[src/hdl/abc_pkg.sv]
// Shared constants, types and decode helper for the AND, branch and bit-clear group.
`default_nettype none

package abc_pkg;

  // ----------------------------------------------------------------
  // Widths
  // ----------------------------------------------------------------
  localparam int unsigned PC_W   = 21;
  localparam int unsigned ADDR_W = 12;
  localparam int unsigned BANK_W = 4;

  // ----------------------------------------------------------------
  // Opcode encodings and field positions
  // ----------------------------------------------------------------
  localparam logic [7:0] OPC_AND_IMM   = 8'h0b;
  localparam logic [5:0] OPC_AND_FILE  = 6'h05;
  localparam logic [7:0] OPC_BR_CARRY  = 8'he2;
  localparam logic [3:0] OPC_CLR_BIT   = 4'h9;
  localparam int unsigned DEST_BIT     = 9;
  localparam int unsigned ACCESS_BIT   = 8;
  localparam int unsigned BIT_IDX_LSB  = 9;

  // ----------------------------------------------------------------
  // Addressing constants
  // ----------------------------------------------------------------
  localparam logic [7:0]        INDEX_MAX    = 8'h5f;
  localparam logic [7:0]        ACC_SPLIT    = 8'h80;
  localparam logic [BANK_W-1:0] ACC_LO_BANK  = 4'h0;
  localparam logic [BANK_W-1:0] ACC_HI_BANK  = 4'hf;

  // ----------------------------------------------------------------
  // Reset values
  // ----------------------------------------------------------------
  localparam logic [7:0]      ACC_RST  = 8'h00;
  localparam logic [15:0]     INSTR_RST = 16'h0000;
  localparam logic [PC_W-1:0] PC_RST   = 21'h000000;

  // Instruction clock phases and decoded operations.
  typedef enum logic [1:0] {PH_Q1, PH_Q2, PH_Q3, PH_Q4} abc_phase_t;
  typedef enum logic [2:0] {OP_NONE, OP_AND_IMM, OP_AND_FILE,
                            OP_BR_CARRY, OP_CLR_BIT} abc_op_t;

  // Maps an instruction word onto the operation of this group.
  function automatic abc_op_t abc_decode(input logic [15:0] w);
    abc_op_t op;
    op = OP_NONE;
    if (w[15:8] == OPC_AND_IMM) op = OP_AND_IMM;
    else if (w[15:10] == OPC_AND_FILE) op = OP_AND_FILE;
    else if (w[15:8] == OPC_BR_CARRY) op = OP_BR_CARRY;
    else if (w[15:12] == OPC_CLR_BIT) op = OP_CLR_BIT;
    return op;
  endfunction : abc_decode

endpackage : abc_pkg

`default_nettype wire

[src/hdl/abc_addr_if.sv]
// Interface carrying the register address fields to the address selector.
`timescale 1ns/1ps
`default_nettype none

interface abc_addr_if;
  import abc_pkg::*;
  logic [7:0]        file_sel;
  logic              access_sel;
  logic              ext_en;
  logic [BANK_W-1:0] bank;
  logic [ADDR_W-1:0] index_base;
  logic [ADDR_W-1:0] addr;
  logic              indexed;

  modport core (output file_sel, access_sel, ext_en, bank, index_base,
                input  addr, indexed);
  modport sel  (input  file_sel, access_sel, ext_en, bank, index_base,
                output addr, indexed);
endinterface : abc_addr_if

`default_nettype wire

[src/hdl/abc_phase_gen.sv]
// Four-phase instruction clock sequencer.
`timescale 1ns/1ps
`default_nettype none

module abc_phase_gen (
  input  wire logic            clk_in,
  input  wire logic            rstn_in,
  output var  abc_pkg::abc_phase_t phase_out
);
  import abc_pkg::*;

  abc_phase_t phase_d;

  // Phases step Q1 to Q4 and wrap.
  assign phase_d = (phase_out == PH_Q4) ? PH_Q1 : abc_phase_t'(phase_out + 2'h1);

  // Phase register starts in Q1.
  always_ff @(posedge clk_in or negedge rstn_in) begin
    if (!rstn_in) begin
      phase_out <= PH_Q1;
    end else begin
      phase_out <= phase_d;
    end
  end
endmodule : abc_phase_gen

`default_nettype wire

[src/hdl/abc_addr_sel.sv]
// Data-memory address selection: access bank, bank pointer or indexed offset.
`timescale 1ns/1ps
`default_nettype none

module abc_addr_sel (
  abc_addr_if.sel a
);
  import abc_pkg::*;

  logic [ADDR_W-1:0] acc_addr;
  logic [ADDR_W-1:0] bank_addr;
  logic [ADDR_W-1:0] idx_addr;

  // Indexed mode needs the extended set, access bit clear and a low field.
  assign a.indexed  = a.ext_en && !a.access_sel && (a.file_sel <= INDEX_MAX);
  // Access bank covers the low part of bank 0 and the top of the last bank.
  assign acc_addr   = {(a.file_sel < ACC_SPLIT) ? ACC_LO_BANK : ACC_HI_BANK, a.file_sel};
  assign bank_addr  = {a.bank, a.file_sel};
  assign idx_addr   = a.index_base + {4'h0, a.file_sel};
  // Final address selection.
  assign a.addr     = a.indexed ? idx_addr : (a.access_sel ? bank_addr : acc_addr);
endmodule : abc_addr_sel

`default_nettype wire

[src/hdl/abc_exec.sv]
// Decode and execute core for the AND, branch-if-carry and bit-clear group.
//
// Functional notes
// - The AND-immediate opcode ANDs the accumulator with the literal into the accumulator.
// - The AND-register opcode ANDs the accumulator with the addressed register.
// - Destination bit 0 sends the AND-register result to the accumulator, 1 to the register.
// - AND-register sets only sign and zero flags from the result, not carry or overflow.
// - Access bit 0 selects the access bank, access bit 1 takes the bank pointer.
// - With the extended set on, access bit 0 and field up to 95, indexed offset is used.
// - Branch-on-carry jumps only when carry is 1, else the next instruction follows.
// - A taken branch loads the incremented counter plus twice the signed offset.
// - The branch takes one cycle untaken and two taken, the second being a no-operation.
// - Branch-on-carry changes no status flag whether taken or not.
// - Bit clear zeroes only the chosen bit of the register and changes no flag.
`timescale 1ns/1ps
`default_nettype none

module abc_exec (
  input  wire logic                       clk_in,
  input  wire logic                       rstn_in,
  input  wire logic                       instr_valid_in,
  input  wire logic [15:0]                instr_in,
  input  wire logic                       ext_set_en_in,
  input  wire logic                       acc_load_in,
  input  wire logic [7:0]                 acc_load_data_in,
  input  wire logic [abc_pkg::BANK_W-1:0] bank_pointer_in,
  input  wire logic [abc_pkg::ADDR_W-1:0] index_base_in,
  input  wire logic                       carry_in,
  input  wire logic [abc_pkg::PC_W-1:0]   pc_in,
  input  wire logic [7:0]                 file_rdata_in,
  output logic      [1:0]                 phase_out,
  output logic      [7:0]                 acc_out,
  output logic      [abc_pkg::ADDR_W-1:0] file_addr_out,
  output logic                            file_rd_out,
  output logic                            file_wr_out,
  output logic      [7:0]                 file_wdata_out,
  output logic                            flag_we_out,
  output logic                            neg_out,
  output logic                            zero_out,
  output logic                            pc_load_out,
  output logic      [abc_pkg::PC_W-1:0]   pc_value_out,
  output logic                            busy_out
);
  import abc_pkg::*;

  // ----------------------------------------------------------------
  // State
  // ----------------------------------------------------------------
  abc_phase_t        phase_q;
  abc_op_t           op_q;
  abc_op_t           op_d;
  logic [15:0]       instr_q;
  logic [7:0]        acc_q;
  logic [7:0]        result_q;
  logic [7:0]        result_d;
  logic [ADDR_W-1:0] file_addr_q;
  logic              file_rd_q;
  logic              file_wr_q;
  logic [7:0]        file_wdata_q;
  logic              flag_we_q;
  logic              neg_q;
  logic              zero_q;
  logic              pc_load_q;
  logic [PC_W-1:0]   pc_value_q;
  logic              nop_q;

  // ----------------------------------------------------------------
  // Submodules
  // ----------------------------------------------------------------
  abc_addr_if addr_bus ();

  abc_phase_gen u_phase (
    .clk_in    (clk_in),
    .rstn_in   (rstn_in),
    .phase_out (phase_q)
  );

  abc_addr_sel u_addr (
    .a (addr_bus.sel)
  );

  // File select and access bit come from the latched instruction word; mode, bank and index base come from the inputs.
  assign addr_bus.file_sel   = instr_q[7:0];
  assign addr_bus.access_sel = instr_q[ACCESS_BIT];
  assign addr_bus.ext_en     = ext_set_en_in;
  assign addr_bus.bank       = bank_pointer_in;
  assign addr_bus.index_base = index_base_in;

  // ----------------------------------------------------------------
  // Decode and datapath
  // ----------------------------------------------------------------
  logic              uses_file;
  logic              dest_file;
  logic [2:0]        bit_idx;
  logic [7:0]        clr_mask;
  logic [7:0]        branch_off;
  logic [PC_W-1:0]   branch_tgt;
  logic              take_branch;
  logic              is_q1;
  logic              is_q2;
  logic              is_q3;
  logic              is_q4;

  // Phase strobes.
  assign is_q1 = (phase_q == PH_Q1);
  assign is_q2 = (phase_q == PH_Q2);
  assign is_q3 = (phase_q == PH_Q3);
  assign is_q4 = (phase_q == PH_Q4);

  // A fetched word is ignored during the no-operation cycle of a branch.
  assign op_d = (instr_valid_in && !nop_q) ? abc_decode(instr_in) : OP_NONE;

  // Register-addressed operations read the data memory.
  assign uses_file = (op_q == OP_AND_FILE) || (op_q == OP_CLR_BIT);
  assign dest_file = instr_q[DEST_BIT];
  assign bit_idx   = instr_q[BIT_IDX_LSB +: 3];
  assign clr_mask  = ~(8'h01 << bit_idx);

  // Branch target uses the incremented counter plus twice the offset.
  assign branch_off  = instr_q[7:0];
  assign branch_tgt  = pc_in + {{(PC_W-9){branch_off[7]}}, branch_off, 1'b0};
  assign take_branch = (op_q == OP_BR_CARRY) && carry_in;

  // Result selection per operation.
  always_comb begin
    result_d = result_q;
    unique case (op_q)
      OP_AND_IMM:  result_d = acc_q & instr_q[7:0];
      OP_AND_FILE: result_d = acc_q & file_rdata_in;
      OP_CLR_BIT:  result_d = file_rdata_in & clr_mask;
      OP_BR_CARRY: result_d = result_q;
      OP_NONE:     result_d = result_q;
    endcase
  end

  // ----------------------------------------------------------------
  // Q1 decode and Q2 read
  // ----------------------------------------------------------------
  // Q1 latches the word; Q2 issues the register read.
  // decode then read
  always_ff @(posedge clk_in or negedge rstn_in) begin
    if (!rstn_in) begin
      op_q        <= OP_NONE;
      instr_q     <= INSTR_RST;
      file_addr_q <= '0;
      file_rd_q   <= 1'b0;
    end else begin
      file_rd_q <= 1'b0;
      if (is_q1) begin
        op_q    <= op_d;
        instr_q <= instr_in;
      end
      if (is_q2 && uses_file) begin
        file_addr_q <= addr_bus.addr;
        file_rd_q   <= 1'b1;
      end
    end
  end

  // ----------------------------------------------------------------
  // Q3 compute
  // ----------------------------------------------------------------
  // latch the operation result
  always_ff @(posedge clk_in or negedge rstn_in) begin
    if (!rstn_in) begin
      result_q <= ACC_RST;
    end else if (is_q3) begin
      result_q <= result_d;
    end
  end

  // ----------------------------------------------------------------
  // Q4 write back
  // ----------------------------------------------------------------
  // Destination, flag and counter writes all happen at the Q4 edge.
  always_ff @(posedge clk_in or negedge rstn_in) begin
    if (!rstn_in) begin
      acc_q        <= ACC_RST;
      file_wr_q    <= 1'b0;
      file_wdata_q <= 8'h00;
      flag_we_q    <= 1'b0;
      neg_q        <= 1'b0;
      zero_q       <= 1'b0;
      pc_load_q    <= 1'b0;
      pc_value_q   <= PC_RST;
      nop_q        <= 1'b0;
    end else begin
      file_wr_q <= 1'b0;
      flag_we_q <= 1'b0;
      pc_load_q <= 1'b0;
      // The core may load the accumulator outside Q4; the Q4 write slot owns it.
      if (acc_load_in && !is_q4) begin
        acc_q <= acc_load_data_in;
      end
      if (is_q4) begin
        nop_q <= take_branch;
        if (op_q == OP_AND_IMM) begin
          acc_q <= result_q;
        end
        if (op_q == OP_AND_FILE && !dest_file) begin
          acc_q <= result_q;
        end
        if ((op_q == OP_AND_FILE && dest_file) || op_q == OP_CLR_BIT) begin
          file_wr_q    <= 1'b1;
          file_wdata_q <= result_q;
        end
        if (op_q == OP_AND_IMM || op_q == OP_AND_FILE) begin
          flag_we_q <= 1'b1;
          neg_q     <= result_q[7];
          zero_q    <= (result_q == 8'h00);
        end
        if (take_branch) begin
          pc_load_q  <= 1'b1;
          pc_value_q <= branch_tgt;
        end
      end
    end
  end

  // Outputs come straight from the registers above.
  assign phase_out      = phase_q;
  assign acc_out        = acc_q;
  assign file_addr_out  = file_addr_q;
  assign file_rd_out    = file_rd_q;
  assign file_wr_out    = file_wr_q;
  assign file_wdata_out = file_wdata_q;
  assign flag_we_out    = flag_we_q;
  assign neg_out        = neg_q;
  assign zero_out       = zero_q;
  assign pc_load_out    = pc_load_q;
  assign pc_value_out   = pc_value_q;
  assign busy_out       = nop_q;

  // ----------------------------------------------------------------
  // Checks
  // ----------------------------------------------------------------
  // literal into acc
  and_imm_result_a: assert property (@(posedge clk_in) disable iff (!rstn_in)
    (is_q3 && op_q == OP_AND_IMM) |=> ##1 acc_q == ($past(acc_q, 2) & $past(instr_q[7:0], 2)))
    else $error("AND literal result wrong");

  and_file_result_a: assert property (@(posedge clk_in) disable iff (!rstn_in)
    (is_q3 && op_q == OP_AND_FILE) |=> result_q == ($past(acc_q) & $past(file_rdata_in)))
    else $error("AND register result wrong");

  dest_select_a: assert property (@(posedge clk_in) disable iff (!rstn_in)
    (is_q4 && op_q == OP_AND_FILE) |=>
      (file_wr_q == $past(dest_file)) &&
      (acc_q == ($past(dest_file) ? $past(acc_q) : $past(result_q))))
    else $error("AND register destination wrong");

  and_flags_a: assert property (@(posedge clk_in) disable iff (!rstn_in)
    (is_q4 && op_q == OP_AND_FILE) |=>
      flag_we_q && neg_q == $past(result_q[7]) && zero_q == ($past(result_q) == 8'h00))
    else $error("AND register flags wrong");

  bank_select_a: assert property (@(posedge clk_in) disable iff (!rstn_in)
    (is_q2 && uses_file && instr_q[ACCESS_BIT]) |=>
      file_rd_q && file_addr_q == {$past(bank_pointer_in), $past(instr_q[7:0])})
    else $error("Bank pointer address wrong");

  indexed_addr_a: assert property (@(posedge clk_in) disable iff (!rstn_in)
    (is_q2 && uses_file && ext_set_en_in && !instr_q[ACCESS_BIT] &&
     instr_q[7:0] <= INDEX_MAX) |=>
      file_addr_q == $past(index_base_in + {4'h0, instr_q[7:0]}))
    else $error("Indexed address wrong");

  branch_taken_a: assert property (@(posedge clk_in) disable iff (!rstn_in)
    (is_q4 && op_q == OP_BR_CARRY) |=>
      pc_load_q == $past(carry_in) &&
      (!pc_load_q || pc_value_q == $past(branch_tgt)))
    else $error("Branch on carry wrong");

  branch_nop_a: assert property (@(posedge clk_in) disable iff (!rstn_in)
    pc_load_q |-> busy_out ##1 (op_q == OP_NONE)[*4] ##1 !busy_out)
    else $error("Branch no-operation cycle wrong");

  branch_flags_a: assert property (@(posedge clk_in) disable iff (!rstn_in)
    (is_q4 && (op_q == OP_BR_CARRY || op_q == OP_CLR_BIT)) |=>
      !flag_we_q && $stable(neg_q) && $stable(zero_q))
    else $error("Flags changed by branch or bit clear");

  clear_bit_a: assert property (@(posedge clk_in) disable iff (!rstn_in)
    (is_q3 && op_q == OP_CLR_BIT) |=> ##1
      file_wr_q && file_wdata_q == ($past(file_rdata_in, 2) & ~(8'h01 << $past(bit_idx, 2))))
    else $error("Bit clear result wrong");

  phase_order_a: assert property (@(posedge clk_in) disable iff (!rstn_in)
    file_rd_q |-> is_q3 ##1 is_q4 ##1 (is_q1 && file_wr_q == $past(uses_file && op_q != OP_AND_FILE
      || (op_q == OP_AND_FILE && dest_file))))
    else $error("Phase ordering wrong");

endmodule : abc_exec

`default_nettype wire

[config.mk]
export PLATFORM = sky130hd
export DESIGN_NAME = abc_exec
export DESIGN_NICKNAME = d
export VERILOG_FILES = /design/src/hdl/abc_pkg.sv /design/src/hdl/abc_addr_if.sv /design/src/hdl/abc_phase_gen.sv /design/src/hdl/abc_addr_sel.sv /design/src/hdl/abc_exec.sv
export SDC_FILE = /design/constraint.sdc
export NUM_CORES = 1
export LEC_CHECK = 0
export BUFFER_PORTS_ARGS = -buffer_cell sky130_fd_sc_hd__buf_2
export CAP_MARGIN = 5
export CORE_AREA = 2 2 131 101
export CTS_CLUSTER_DIAMETER = 30
export DETAILED_ROUTE_END_ITERATION = 7
export DIE_AREA = 0 0 133 103
export MAX_ROUTING_LAYER = met4
export SLEW_MARGIN = 10
export SYNTH_ARGS = -nofsm -noshare
export SYNTH_HDL_FRONTEND = slang
export SYNTH_SLANG_ARGS = --single-unit
[constraint.sdc]
create_clock -name clk_in -period 3.6 [get_ports clk_in]
set_input_delay 0.72 -clock clk_in [delete_from_list [all_inputs] [get_ports clk_in]]
set_output_delay 0.72 -clock clk_in [all_outputs]
set_load 0.01 [all_outputs]
==> flow_summary.toml <==
[route]
wire_per_inst_um = 16.3
route.vias.total = 4338
drtIter0Drc = 207
remaining_drc_errors = 0
routed_wl_um = 13400
postRouteAntennaNets = 0
drtPass1Iterations = 5
viasPerCell = 5.26

[grt]
grt_pass1_wl_um = 21600
antenna_found_initial = 0
grt_max_degree = 82
use_met2 = 0.292
busiest_layer = "met1"
globalRouteMet3Util = 0.0398
use_met1 = 0.310
grt.overflow.total = 0
grt_pass1_vias = 4105
grt_usage = 0.208

[pwr]
power.leakage_uw = 0.00297
vdd_drop_max_mv = 0.277
powerDensity_nw_per_um2 = 424

[place]
hpwlAfterDp_um = 10400
gp_routability_congestion = 0.895
dp_slack_ns = 0.668
placed_cells = 810
port_buffers = 132

[worst_setup_path]
end_kind = "flip-flop"
critical-path-max-stage-delay_ns = 0.42
crit_path_cell_trace = "buf_2 > ha_1 > fa_1 > a21oi_1 > o21ai_0 > a211o_1 > o211ai_1 > o211ai_1 > xnor2_1 > o21ai_0"
worstSetupStartpoint = "pc_in[1]"
worst_setup_path_start_kind = "input port"
crit_slowest_cell = "fa_1"
cp.required_ns = 3.79
reg2reg_from = "instr_q[0]"
crit_type = "in -> reg"
crit_fanout = 3
arrival_ns = 2.78

[cells_and_area]
mostFrequentLayoutCells = "131 x buf_2, 81 x nand2_1, 81 x dfrtp_1"
area_growth_pct = 23.3
fill_cells = 1215
antenna_cells = 0
finalNonFillerCells = 825
utilization = 0.478
nets = 758
final_common_cell = "buf_2"
drive_above_1_share = 0.284

[timing]
worst_pin_slew_ns = 1.03
fin_crit_ns = 2.59
period_share = 0.720
slew_viol_final = 0
fmax_mhz = 386
hold_viol_final = 0
fin_ws_ns = 1.01
slew_headroom = 0.311
fin_tns_setup_ns = 0
rsz0062_at_grt = "false"
fin_skew_ns = 0.00856
setup_viol = 0

[logic_synthesis]
ys_warn_count = 0
ys_ff_latch = 81
synth_top_family_by_area = "compound AO/OA/AOI/OAI gates"
yosysSeqAreaShare = 0.416
synth_compound_area_frac = 0.188
ys.flop_type = "dfrtp_1"
synthXorXnorAreaFrac = 0.0522
synthMuxAreaShare = 0.0689
syn-num-nets = 632
async_flop_share = 1.00
synth_area_um2 = 4870
synth-simple-area-share = 0.154
synth-edff-count = 0
synth_cell_types = 56
avgSynthCellArea_um2 = 9.29
synthAdderAreaFrac = 0.0879
synth_cells = 524

[cts]
numClockSinks = 81
insertion_delay_ns = 0.33
ctsHtreeMaxLevel = 3
cts_resized = 0
cts_tree = "built"
root_buffer = "clkbuf_16"
clockBufferDepth = 2
post_cts_buffers = 0
cts-hold-fix-buffers = 0
cts_made_buffers = 9
clk_pin_slew_ns = 0.06

[floorplan]
dieArea_um2 = 13700
initial_core_util = 0.387
ios = 133
die_x_um = 133
die_h_um = 103
core-area_um2 = 12600
rows = 36

[flow_run]
cap_violations = 0

[hold_path]
worstHoldPathType = "reg -> reg"
holdCritStartpoint = "pc_value_out[20]"

[run_status]
status = "finished clean"
-- final cells by class --
type	count	area, um2	area share
multi-input combinational	404	2680	0.446
clock inverter	5	78.8	0.0131
tap	171	214	0.0356
sequential	81	2030	0.338
inverter	17	63.8	0.0106
timing repair buffer	137	701	0.117
clock buffer	10	239	0.0398
-- cells by family after synthesis --
| family | Yosys count |
|---|---|
| buf+inv | 39 |
| simple gates | 166 |
| xor+xnor | 29 |
| fa+ha+maj | 33 |
| compound gates | 145 |
| flops | 81 |
| mux | 31 |
-- path summary, 6_finish.rpt --
path                                     end  slack [ns]  cells after the start
setup / recovery            pc_value_out[15]        1.01                     10
hold / removal              pc_value_out[20]        0.47                      2
setup reg to reg            pc_value_out[15]        1.03                      9
hold reg to reg             pc_value_out[20]        0.47                      2
max in group asynchronous    pc_value_out[8]        2.38                      1
min in group asynchronous  file_addr_out[10]        0.56                      1
-- registers in the layout, summed over array words and instances (netlist names) --
| register | count |
|---|---|
| instr_q | 12 |
| file_wdata_out | 8 |
| result_q | 8 |
| acc_out | 8 |
| zero_out | 1 |
| busy_out | 1 |
| file_rd_out | 1 |
| pc_value_out | 21 |
| op_q | 3 |
| neg_out | 1 |
| flag_we_out | 1 |
| file_wr_out | 1 |
| file_addr_out | 12 |
| u_phase.phase_out | 2 |
| pc_load_out | 1 |
-- cells in the mapped netlist (5+ instances only) --
master	n	area share
a32oi_1	5	0.0090
mux2_2	20	0.046
ha_1	31	0.080
nand3_1	15	0.015
nor3_1	7	0.0072
nand4_1	6	0.0077
buf_2	5	0.0051
a21oi_1	35	0.036
clkbuf_1	12	0.0093
xnor2_1	16	0.029
o211ai_1	5	0.0077
a22oi_1	5	0.0077
a31oi_1	5	0.0064
nand2_1	81	0.062
o21ai_0	55	0.057
a21o_1	6	0.0093
nor2_1	30	0.023
nor2b_1	5	0.0064
mux2i_1	11	0.023
dfrtp_1	81	0.42
inv_1	16	0.012
xor2_1	13	0.023
-- stage by stage --
stage / instance area (um2) / hold slack [ns] / power (uW)
finish: 6000 / 0.474 / 2540
global route: 6000 / 0.507 / 2680
CTS: 6000 / 0.479 / 2570
detailed placement: 5680 / 0.465 / 1570
global placement: 5680 / 0.457 / 1560
floorplan: 4870 / 0.424 / 1370
-- power breakdown --
group	internal [uW]	switching (uW)
registers	985	67.7
clock network	623	364
logic	227	276
-- routing by layer --
metal	wire length, um	vias to the layer above
met1	7100	2080
met4	127	0
met3	668	11
met2	5530	129
li1	-	2118
met5	0	-
-- critical path, delay by kind of cell --
family                     cells  cell delay [ns]
xor gates and xnor gates       1             0.18
adders and majority gates      2             0.66
buffers and inverters          1             0.10
AOI/OAI and AO/OA              6             1.12
No activity file was read; power rests on OpenSTA's default activity.
